===== config.mk =====
export PLATFORM = sky130hd
export DESIGN_NAME = time_snapshot_registers
export DESIGN_NICKNAME = d
export VERILOG_FILES = /design/src/rtl/snap_pkg.sv /design/src/rtl/snap_status.sv /design/src/rtl/time_snapshot_registers.sv
export SDC_FILE = /design/constraint.sdc
export NUM_CORES = 1
export LEC_CHECK = 0
export ABC_AREA = 1
export BUFFER_PORTS_ARGS = -buffer_cell sky130_fd_sc_hd__buf_2
export CORE_ASPECT_RATIO = 1.5
export CORE_MARGIN = 4
export CORE_UTILIZATION = 50
export CTS_CLUSTER_DIAMETER = 50
export DETAILED_ROUTE_END_ITERATION = 8
export PLACE_DENSITY = 0.77
export SYNTH_ARGS = -nofsm -noshare
export SYNTH_HDL_FRONTEND = slang
export SYNTH_SLANG_ARGS = --single-unit
export TNS_END_PERCENT = 30

===== constraint.sdc =====
create_clock -name mclk_i -period 2.4 [get_ports mclk_i]
set_clock_uncertainty 0.05 [all_clocks]
set_input_delay 0.12 -clock mclk_i [delete_from_list [all_inputs] [get_ports mclk_i]]
set_output_delay 0.12 -clock mclk_i [all_outputs]
set_load 0.02 [all_outputs]

===== src/rtl/snap_pkg.sv =====
// Constants for the time snapshot register window
// Notes on behaviour
// Decode sixteen byte addresses; registers eight bits.
// Two banks; bank select at F always.
// Bit 0 picks bank; others ignored.
// Reset clears bank select and snapshot bytes.
// Request read copies time and status.
// No capture while time counter updates.
// Snapshot valid on next host read.
// Snapshot held until next request read.
// Snapshot bytes at bank zero offsets 1-8.
// Digits are four-bit BCD, two per byte.
// High digit upper nibble; byte 1 status.
// Bit 4 set while flywheeling.
// Bit 5 set when outside sync window.
// Bit 6 set when stability out of limit.
// Bit 7 unused; write ignored, read undefined.
// Host writes zero to unused bits; the bench writes 8'hff to bank select at F.
// Mode codes zero to four.
// Offsets 9-E unused, no side effects.
// Bank zero side effects only in bank zero.
package snap_pkg;
    localparam int ADDR_W = 4;
    localparam int DATA_W = 8;
    localparam int SNAP_BYTES = 8;
    localparam int TIME_DIGITS = 15;
    localparam logic [3:0] OFF_REQUEST = 4'h0;
    localparam logic [3:0] OFF_SNAP_FIRST = 4'h1;
    localparam logic [3:0] OFF_SNAP_LAST = 4'h8;
    localparam logic [3:0] OFF_BANK_SELECT = 4'hf;
    localparam logic [7:0] BANK_SELECT_RESET = 8'h00;
    localparam logic [7:0] SNAP_RESET = 8'h00;
    localparam logic [7:0] UNDEF_READ = 8'h00;
    localparam int BANK_BIT = 0;
    localparam int ST_FLYWHEEL = 4;
    localparam int ST_UNSYNC = 5;
    localparam int ST_UNSTABLE = 6;
    localparam int ST_UNUSED = 7;
    localparam logic [2:0] MODE_DECODER = 3'h0;
    localparam logic [2:0] MODE_FREE_RUN = 3'h1;
    localparam logic [2:0] MODE_EXT_PPS = 3'h2;
    localparam logic [2:0] MODE_BATTERY = 3'h3;
    localparam logic [2:0] MODE_SATELLITE = 3'h4;
    localparam logic [3:0] SYNC_LIMIT_DECODER_US = 4'h5;
    localparam logic [3:0] SYNC_LIMIT_OTHER_US = 4'h2;
    localparam logic [3:0] STAB_EXP_DECODER = 4'h7;
    localparam logic [3:0] STAB_EXP_OTHER = 4'h8;
endpackage


===== src/rtl/snap_status.sv =====
// Tracking status nibble built from reference presence, measured error and stability
`timescale 1ns/10ps
`default_nettype none
module snap_status
    import snap_pkg::*;
(
    input wire logic [2:0] mode_i,
    input wire logic ref_present_i,
    input wire logic [15:0] time_err_us_i,
    input wire logic [3:0] stab_exp_i,
    output logic [3:0] status_o
);
    logic [3:0] sync_limit;
    logic [3:0] stab_limit;
    always_comb begin
        // Mode decides both thresholds
        sync_limit = (mode_i == MODE_DECODER) ? SYNC_LIMIT_DECODER_US : SYNC_LIMIT_OTHER_US;
        stab_limit = (mode_i == MODE_DECODER) ? STAB_EXP_DECODER : STAB_EXP_OTHER;
        status_o = 4'h0;
        status_o[ST_FLYWHEEL - 4] = ~ref_present_i;
        status_o[ST_UNSYNC - 4] = time_err_us_i > {12'h000, sync_limit};
        // Stability given as exponent of 5e-X; smaller X is worse
        status_o[ST_UNSTABLE - 4] = stab_exp_i < stab_limit;
        status_o[ST_UNUSED - 4] = 1'b0;
    end
endmodule // snap_status
`default_nettype wire


===== src/rtl/time_snapshot_registers.sv =====
// Host register window with bank select and zero-latency time snapshot
`timescale 1ns/10ps
`default_nettype none
module time_snapshot_registers
    import snap_pkg::*;
(
    input wire logic mclk_i,
    input wire logic rstn_i,
    input wire logic [ADDR_W-1:0] addr_i,
    input wire logic rd_i,
    input wire logic wr_i,
    input wire logic [DATA_W-1:0] wdata_i,
    output logic [DATA_W-1:0] rdata_o,
    input wire logic [TIME_DIGITS*4-1:0] time_bcd_i,
    input wire logic time_updating_i,
    input wire logic [2:0] mode_i,
    input wire logic ref_present_i,
    input wire logic [15:0] time_err_us_i,
    input wire logic [3:0] stab_exp_i,
    output logic bank_o
);
    logic bank;
    logic next_bank;
    logic [DATA_W-1:0] snap [SNAP_BYTES];
    logic [DATA_W-1:0] next_snap [SNAP_BYTES];
    logic [TIME_DIGITS*4-1:0] stable_time;
    logic [TIME_DIGITS*4-1:0] next_stable_time;
    logic [3:0] stable_status;
    logic [3:0] next_stable_status;
    logic [3:0] status_now;
    logic [DATA_W-1:0] rdata;
    logic [DATA_W-1:0] next_rdata;
    logic req_read;

    snap_status u_status (
        .mode_i(mode_i),
        .ref_present_i(ref_present_i),
        .time_err_us_i(time_err_us_i),
        .stab_exp_i(stab_exp_i),
        .status_o(status_now)
    );

    // Time counter shadow: follows the counter only when it is settled,
    // so a capture never sees digits mid-carry
    always_comb begin
        next_stable_time = time_updating_i ? stable_time : time_bcd_i;
        next_stable_status = time_updating_i ? stable_status : status_now;
    end

    always_ff @(posedge mclk_i) begin
        if (!rstn_i) begin
            stable_time <= '0;
            stable_status <= 4'h0;
        end else begin
            stable_time <= next_stable_time;
            stable_status <= next_stable_status;
        end
    end

    // Request read only counts in bank zero
    assign req_read = rd_i && (addr_i == OFF_REQUEST) && !bank;

    always_comb begin
        next_bank = bank;
        if (wr_i && addr_i == OFF_BANK_SELECT) begin
            next_bank = wdata_i[BANK_BIT];
        end
    end

    // Snapshot: status nibble high then fifteen digits, two per byte
    always_comb begin
        for (int i = 0; i < SNAP_BYTES; i++) begin
            next_snap[i] = snap[i];
        end
        if (req_read) begin
            next_snap[0] = {stable_status, stable_time[TIME_DIGITS*4-1 -: 4]};
            for (int i = 1; i < SNAP_BYTES; i++) begin
                next_snap[i] = stable_time[(SNAP_BYTES-i)*8-1 -: 8];
            end
        end
    end

    always_ff @(posedge mclk_i) begin
        if (!rstn_i) begin
            bank <= BANK_SELECT_RESET[BANK_BIT];
            for (int i = 0; i < SNAP_BYTES; i++) begin
                snap[i] <= SNAP_RESET;
            end
        end else begin
            bank <= next_bank;
            for (int i = 0; i < SNAP_BYTES; i++) begin
                snap[i] <= next_snap[i];
            end
        end
    end

    // Read data registered one cycle after the strobe; a read following a
    // request already sees the fresh snapshot
    always_comb begin
        next_rdata = UNDEF_READ;
        if (rd_i) begin
            if (addr_i == OFF_BANK_SELECT) begin
                next_rdata = {7'h00, bank};
            end else if (!bank && addr_i >= OFF_SNAP_FIRST && addr_i <= OFF_SNAP_LAST) begin
                next_rdata = snap[3'(addr_i - OFF_SNAP_FIRST)];
            end
        end
    end

    always_ff @(posedge mclk_i) begin
        if (!rstn_i) begin
            rdata <= UNDEF_READ;
        end else begin
            rdata <= next_rdata;
        end
    end

    assign rdata_o = rdata;
    assign bank_o = bank;

    // Each packed byte holds two digits, upper digit high
    for (genvar g = 1; g < SNAP_BYTES; g++) begin : g_byte_chk

    end
endmodule // time_snapshot_registers
`default_nettype wire


-- Word level (Yosys, flattened, before mapping)
Memory sizes are Yosys's and may differ from the RTL's.
Cells that the tools add are included.
Widths: inputs -> output; s select.
- bitwise gates (word level): 12
- muxes and demuxes: 15
- shifts and indexed selects: 0
- reductions and logical operators: 11
- multipliers: 0
- $add $sub $neg: 1
- $lt $le $gt $ge: 4
- eq/ne operators: 2
- div/mod/pow operators: 0
- operators by type and width (operator ; number):
    $mux 64 ; 1
    $mux 8 ; 8
    $gt 16x4->1 ; 1
    $or 1x1->1 ; 8
    $logic_and 1x1->1 ; 5
    $eq 4x4->1 const B ; 1
    $ge 4x1->1 const B ; 1
    $le 4x4->1 const B ; 1
    $logic_not 4->1 ; 1
    $lt 4x4->1 ; 1
    $mux 1 ; 4
    $mux 4 ; 1
    $not 1->1 ; 4
    $reduce_and 2->1 ; 2
    $reduce_or 4->1 ; 1
    $logic_not 3->1 ; 1
    $mux 3 ; 1
    $sub 3x1->3 const B ; 1
    $logic_not 1->1 ; 1
    $ne 1x1->1 const B ; 1
- ROM bits: 0
- latch bits: 0
- RAM bits: 64
- memories kept: 1
- output and inout port bits: 9
- input port bits: 101
- flip-flop bits (word level): 72
- word-level logic and storage cells: 51
- memories (name ; depth ; width ; rd ports ; clocked after memory_dff ; write ports ; line ; source):
    snap ; 8 ; 8 ; 1 ; 0 ; 8 ; time_snapshot_registers.sv:24 ; logic [DATA_W-1:0] snap [SNAP_BYTES];

-- Logic depth before layout (Yosys ltp)
- depth after elaboration: 6
- mapped depth: 12
- mapped depth without buffers: 12

-- By module
A second synthesis with hierarchy kept.
- cells, all modules: 650
- area, all modules: 5647.9 um2
- modules (own cells, without submodules) (module ; area an instance (um2) ; seq. area each (um2) ; instances ; cells an instance):
    time_snapshot_registers ; 5415.2 ; 3383.2 ; 1 ; 602
    snap_status ; 232.7 ; 0.0 ; 1 ; 48

-- Worst setup path before layout
OpenSTA, ideal clock, no wires.
- path kind: input to register
- from: input port addr_i[0]
- to: memory snap[0][0], enable pin
- buffers on the path: 1
- cell stages on the path: 5
- data arrival time: 2.065 ns
- data required time: 1.928 ns
- slack: -0.138 ns
- setup time: 0.422 ns
- path through: inv_1 > buf_2 > ha_1 > nand4_1 > nand2_1
- RTL lines (what ; line ; source):
    from (decl) ; time_snapshot_registers.sv:9 ; input wire logic [ADDR_W-1:0] addr_i,
    to (decl) ; time_snapshot_registers.sv:24 ;

-- Final worst setup path
- from: input port addr_i[0]
- to: register bank (netlist: bank_o)
- cells in the longest elaborated chain, start to end: 2
- RTL lines (what ; line ; source):
    $eq 4x4->1 ; time_snapshot_registers.sv:65 ; if (wr_i && addr_i == OFF_BANK_SELECT) begin
    $logic_and 1x1->1 ; time_snapshot_registers.sv:65 ;
    to (signal assigned) ; time_snapshot_registers.sv:85 ; bank <= BANK_SELECT_RESET[BANK_BIT];
    to (signal assigned) ; time_snapshot_registers.sv:90 ; bank <= next_bank;
    to (decl) ; time_snapshot_registers.sv:22 ; logic bank;
No other way between the ends.
A chain may end at the register's enable or synchronous reset.

==> results <==
- For this design the total switching power over the nets is 1357 uW.
- The clock root buffer master is sky130_fd_sc_hd__clkbuf_16.
- The share of total power dissipated in sequential elements is 0.455.
- The first global-routing pass estimated 22150 um of wire.
- The die is 140.2 um tall.
- For this run, global-route usage on met2 was measured as 0.3844.
- The share of total power in combinational logic is 0.103.
- The busiest layer in global routing is met2.
- Cell internal power was estimated by the tool at 4317 uW.
- For the pin with the worst max-slew slack, the measured transition is 1.084 ns.
- In this run the tightest slew margin relative to its limit is 0.2770.
- The final estimated routing congestion in global placement is 0.8020.
- The synthesized net count is 744.
- The flip-flop cell with the highest count after synthesis is sky130_fd_sc_hd__dfxtp_1.
- Measured along the x axis, the die boundary spans 96.12 um.
- 0 antenna diodes ended up in the layout.
- The detailed router finished its first iteration with 335 violations.
- The first-pass detailed-route iteration total is 6.
- The number of CTS-inserted buffers is 17.
- The wire length per cell is 14.17 um.
- The remaining antenna violation count is 0.
- Fill cells in the final layout number 862.
- The highest achievable clock rate is 514.1 MHz.
- The switching portion of total power is 0.2391.
- STA classifies the critical path startpoint as an input port.
- STA puts the critical path data required time at 2.71 ns.
- The final setup violation count is 0.
- The area share of the largest cell type after synthesis is 0.3249.
- Summed over all layers, the routed wires come to 13590 um.
- The via count of the first global-routing pass came to 4885.
- The worst-case IR drop observed on VDD is 0.0004807 V.
- Across all layers, the routed design uses 4791 vias.
- The final hold violation count was 0.
- Of all flip-flops after synthesis, the portion carrying an async set or reset was 0.
- The capturing element type of the critical path is a flop.
- The setup TNS is 0 ns.
- 110 I/O pins were placed.
- The worst setup path is of the input port to flop kind.
- The worst min-delay path category is input port to flop.
- Counting I/O delays and the setup requirement, the final critical path takes 1.945 ns.
- Of all nets on the critical path, the largest fanout is 33.
- The TritonCTS clock tree is built.
- The die area is 13470 sq um.
- For this run, global-route usage on met1 was measured as 0.2296.
- The clock-pin slew on the worst setup and hold paths is 0.06 ns.
- In the final design database the tool counted 904 nets.
- The number of buffers between clock root and the deepest sink is 2.
- The final clock period utilization by the worst path is 0.8105.
- The number of buffers added to fix hold violations after cts is 67.
- For this design, the sink count on the clock tree is 135.
- The run finished with clean final reports.
- The number of antenna violations at the first check in global routing came to 0.
- The share of the Yosys chip area taken by registers is 0.5724.
- The number of gates resized after CTS is 0.
- The floorplan has 48 rows.
- The number of max-capacitance violations reported is 0.
- The clock tree synthesis step divided the H-tree into 4 levels.
- The synthesized design contains 135 register bits.
- Of the total power, the clock network draws 0.443.
- The arrival time reported for the critical path endpoint is 2.25 ns.
- The count of input and output buffers is 102.
- The layout overhead on the synthesized area is 31.24%.
- The number of unique standard cell types used by synthesis is 25.
- The synthesized design spends more area on one cell type than any other, namely sky130_fd_sc_hd__edfxtp_1.
- After technology mapping, the gate count stands at 636.
- The mapped netlist covers 5823 sq um.
- The HPWL reported at the end of detailed placement is 8401 um.
- Using the TritonRoute via totals, the vias-per-cell ratio works out to 4.996.
- Of the cells placed in the final design, the portion with a size suffix greater than 1 is 0.2188.
- Setup repair after global routing left no endpoint under its margin.
- Power spread over the standard cell area amounts to 742.5 nW/um^2.
- The total area inside the core boundary comes to 11470 sq um.
- The later-pin clock latency in the skew report is 0.42 ns.
- The count of flip-flops with a built-in enable after synthesis is 63.
- By area the synthesized netlist is led by sky130_fd_sc_hd__edfxtp_1 (32%), sky130_fd_sc_hd__dfxtp_1 (25%), sky130_fd_sc_hd__o21ai_0 (8.7%).
- The post-synthesis area per instance is 9.156 sq um.
- The number of pins exceeding their max-slew limit in the final report came to 0.
- The remaining global-route overflow is 0.
- In the global route stage, overall resource usage came out at 0.2142.
- The initial core utilization is 0.5076.
- The total DRC errors in the routed layout is 0.
- The leakage power is 0.003306 uW.
- The most frequent cell after synthesis is sky130_fd_sc_hd__nor2_1.
- Once layout is complete, the utilization of the core stands at 0.6662.
- Entering global routing, the biggest net connects 82 pins.
- For this run, global-route usage on met3 was measured as 0.05105.
- The count of buffers added by post-CTS timing repair for setup is 0.
- Yosys printed 0 warnings.
- Sorting the synthesized cells by how often they occur yields sky130_fd_sc_hd__nor2_1 (116), sky130_fd_sc_hd__o21ai_0 (101), sky130_fd_sc_hd__inv_1 (87).
## metrics by stage
stage,hold WS (ns),setup slack [ns],area [sq um],total power (uW),instances
finish,0.01869,0.4548,7642,5674,959
global route,0.04018,0.3233,7642,5877,959
CTS,0.008745,0.4773,7642,5669,959
detailed placement,0.2734,0.4389,6396,3113,860
global placement,0.2589,0.4897,6396,3093,860
floorplan,0.1641,0.4490,5826,2933,636
## sequential cells by signal, indices dropped and copies added (netlist names)
signal,cells
stable_status,3
stable_time,60
bank_o,1
rdata_o,8
snap,63
## power by group through the flow
stage	clock [uW]	sequential, uW	combinational (uW)
detailed placement	0	2620	489
CTS	2520	2580	576
floorplan	0	2620	311
global route	2630	2590	655
finish	2510	2580	583
global placement	0	2620	474
## worst paths after layout
check / startpoint / end / slack (ns) / cells past startpoint
worst min-delay path: stab_exp_i[2] / stable_status[2] / 0.02 / 6
worst max register to register: bank_o / snap[0][0] / 0.45 / 4
worst max-delay path: addr_i[0] / bank_o / 0.45 / 9
worst min register to register: stable_time[59] / stable_time[59] / 0.41 / 2
## layout by cell type, fill, tap and decap left out, drive strengths merged
| master | Yosys | routed |
|---|---|---|
| nor3 | 1 | 1 |
| o211ai | 6 | 6 |
| clkinvlp | 0 | 1 |
| or2 | 2 | 2 |
| clkbuf | 24 | 21 |
| nor2 | 147 | 147 |
| dlygate4sd3 | 0 | 67 |
| nand2 | 50 | 50 |
| nor3b | 1 | 1 |
| nand4 | 1 | 1 |
| dfxtp | 72 | 72 |
| ha | 7 | 7 |
| clkinv | 0 | 6 |
| o21ai | 101 | 101 |
| xor2 | 1 | 1 |
| o22ai | 1 | 1 |
| nand3 | 12 | 12 |
| buf | 11 | 109 |
| bufinv | 0 | 1 |
| a21oi | 48 | 48 |
| inv | 88 | 91 |
| edfxtp | 63 | 63 |
## critical path: stages
cell	delay [ns]
sky130_fd_sc_hd__buf_2	0.09
sky130_fd_sc_hd__buf_4	0.31
sky130_fd_sc_hd__ha_1	0.20
sky130_fd_sc_hd__nand3_1	0.10
sky130_fd_sc_hd__inv_1	0.09
sky130_fd_sc_hd__nand3_1	0.07
sky130_fd_sc_hd__dlygate4sd3_1	0.55
sky130_fd_sc_hd__a21oi_1	0.16
sky130_fd_sc_hd__dlygate4sd3_1	0.56
## routing by layer
metal | share of wire | up-vias
met5 | 0 | -
met4 | 0.034 | 0
met3 | 0.049 | 37
met2 | 0.54 | 138
met1 | 0.37 | 2247
li1 | - | 2369
## cell type report
cell class	count	area, sq um	share of cell area
clock inverters	11	93.84	0.01228
clock buffers	21	481.7	0.06303
well taps	150	187.7	0.02456
multi-input cells	378	1969	0.2577
repair buffers	176	1246	0.1631
flip-flops and latches	135	3333	0.4361
inverters	88	330.3	0.04322
## logic make-up after synthesis
logic type | synth area share
compound gates | 0.1369
xor+xnor | 0.002794
fa+ha+maj | 0.01504
buf+inv | 0.09024
simple gates | 0.1826
flops | 0.5724
Note: power is estimated with default switching activity, not from simulation.
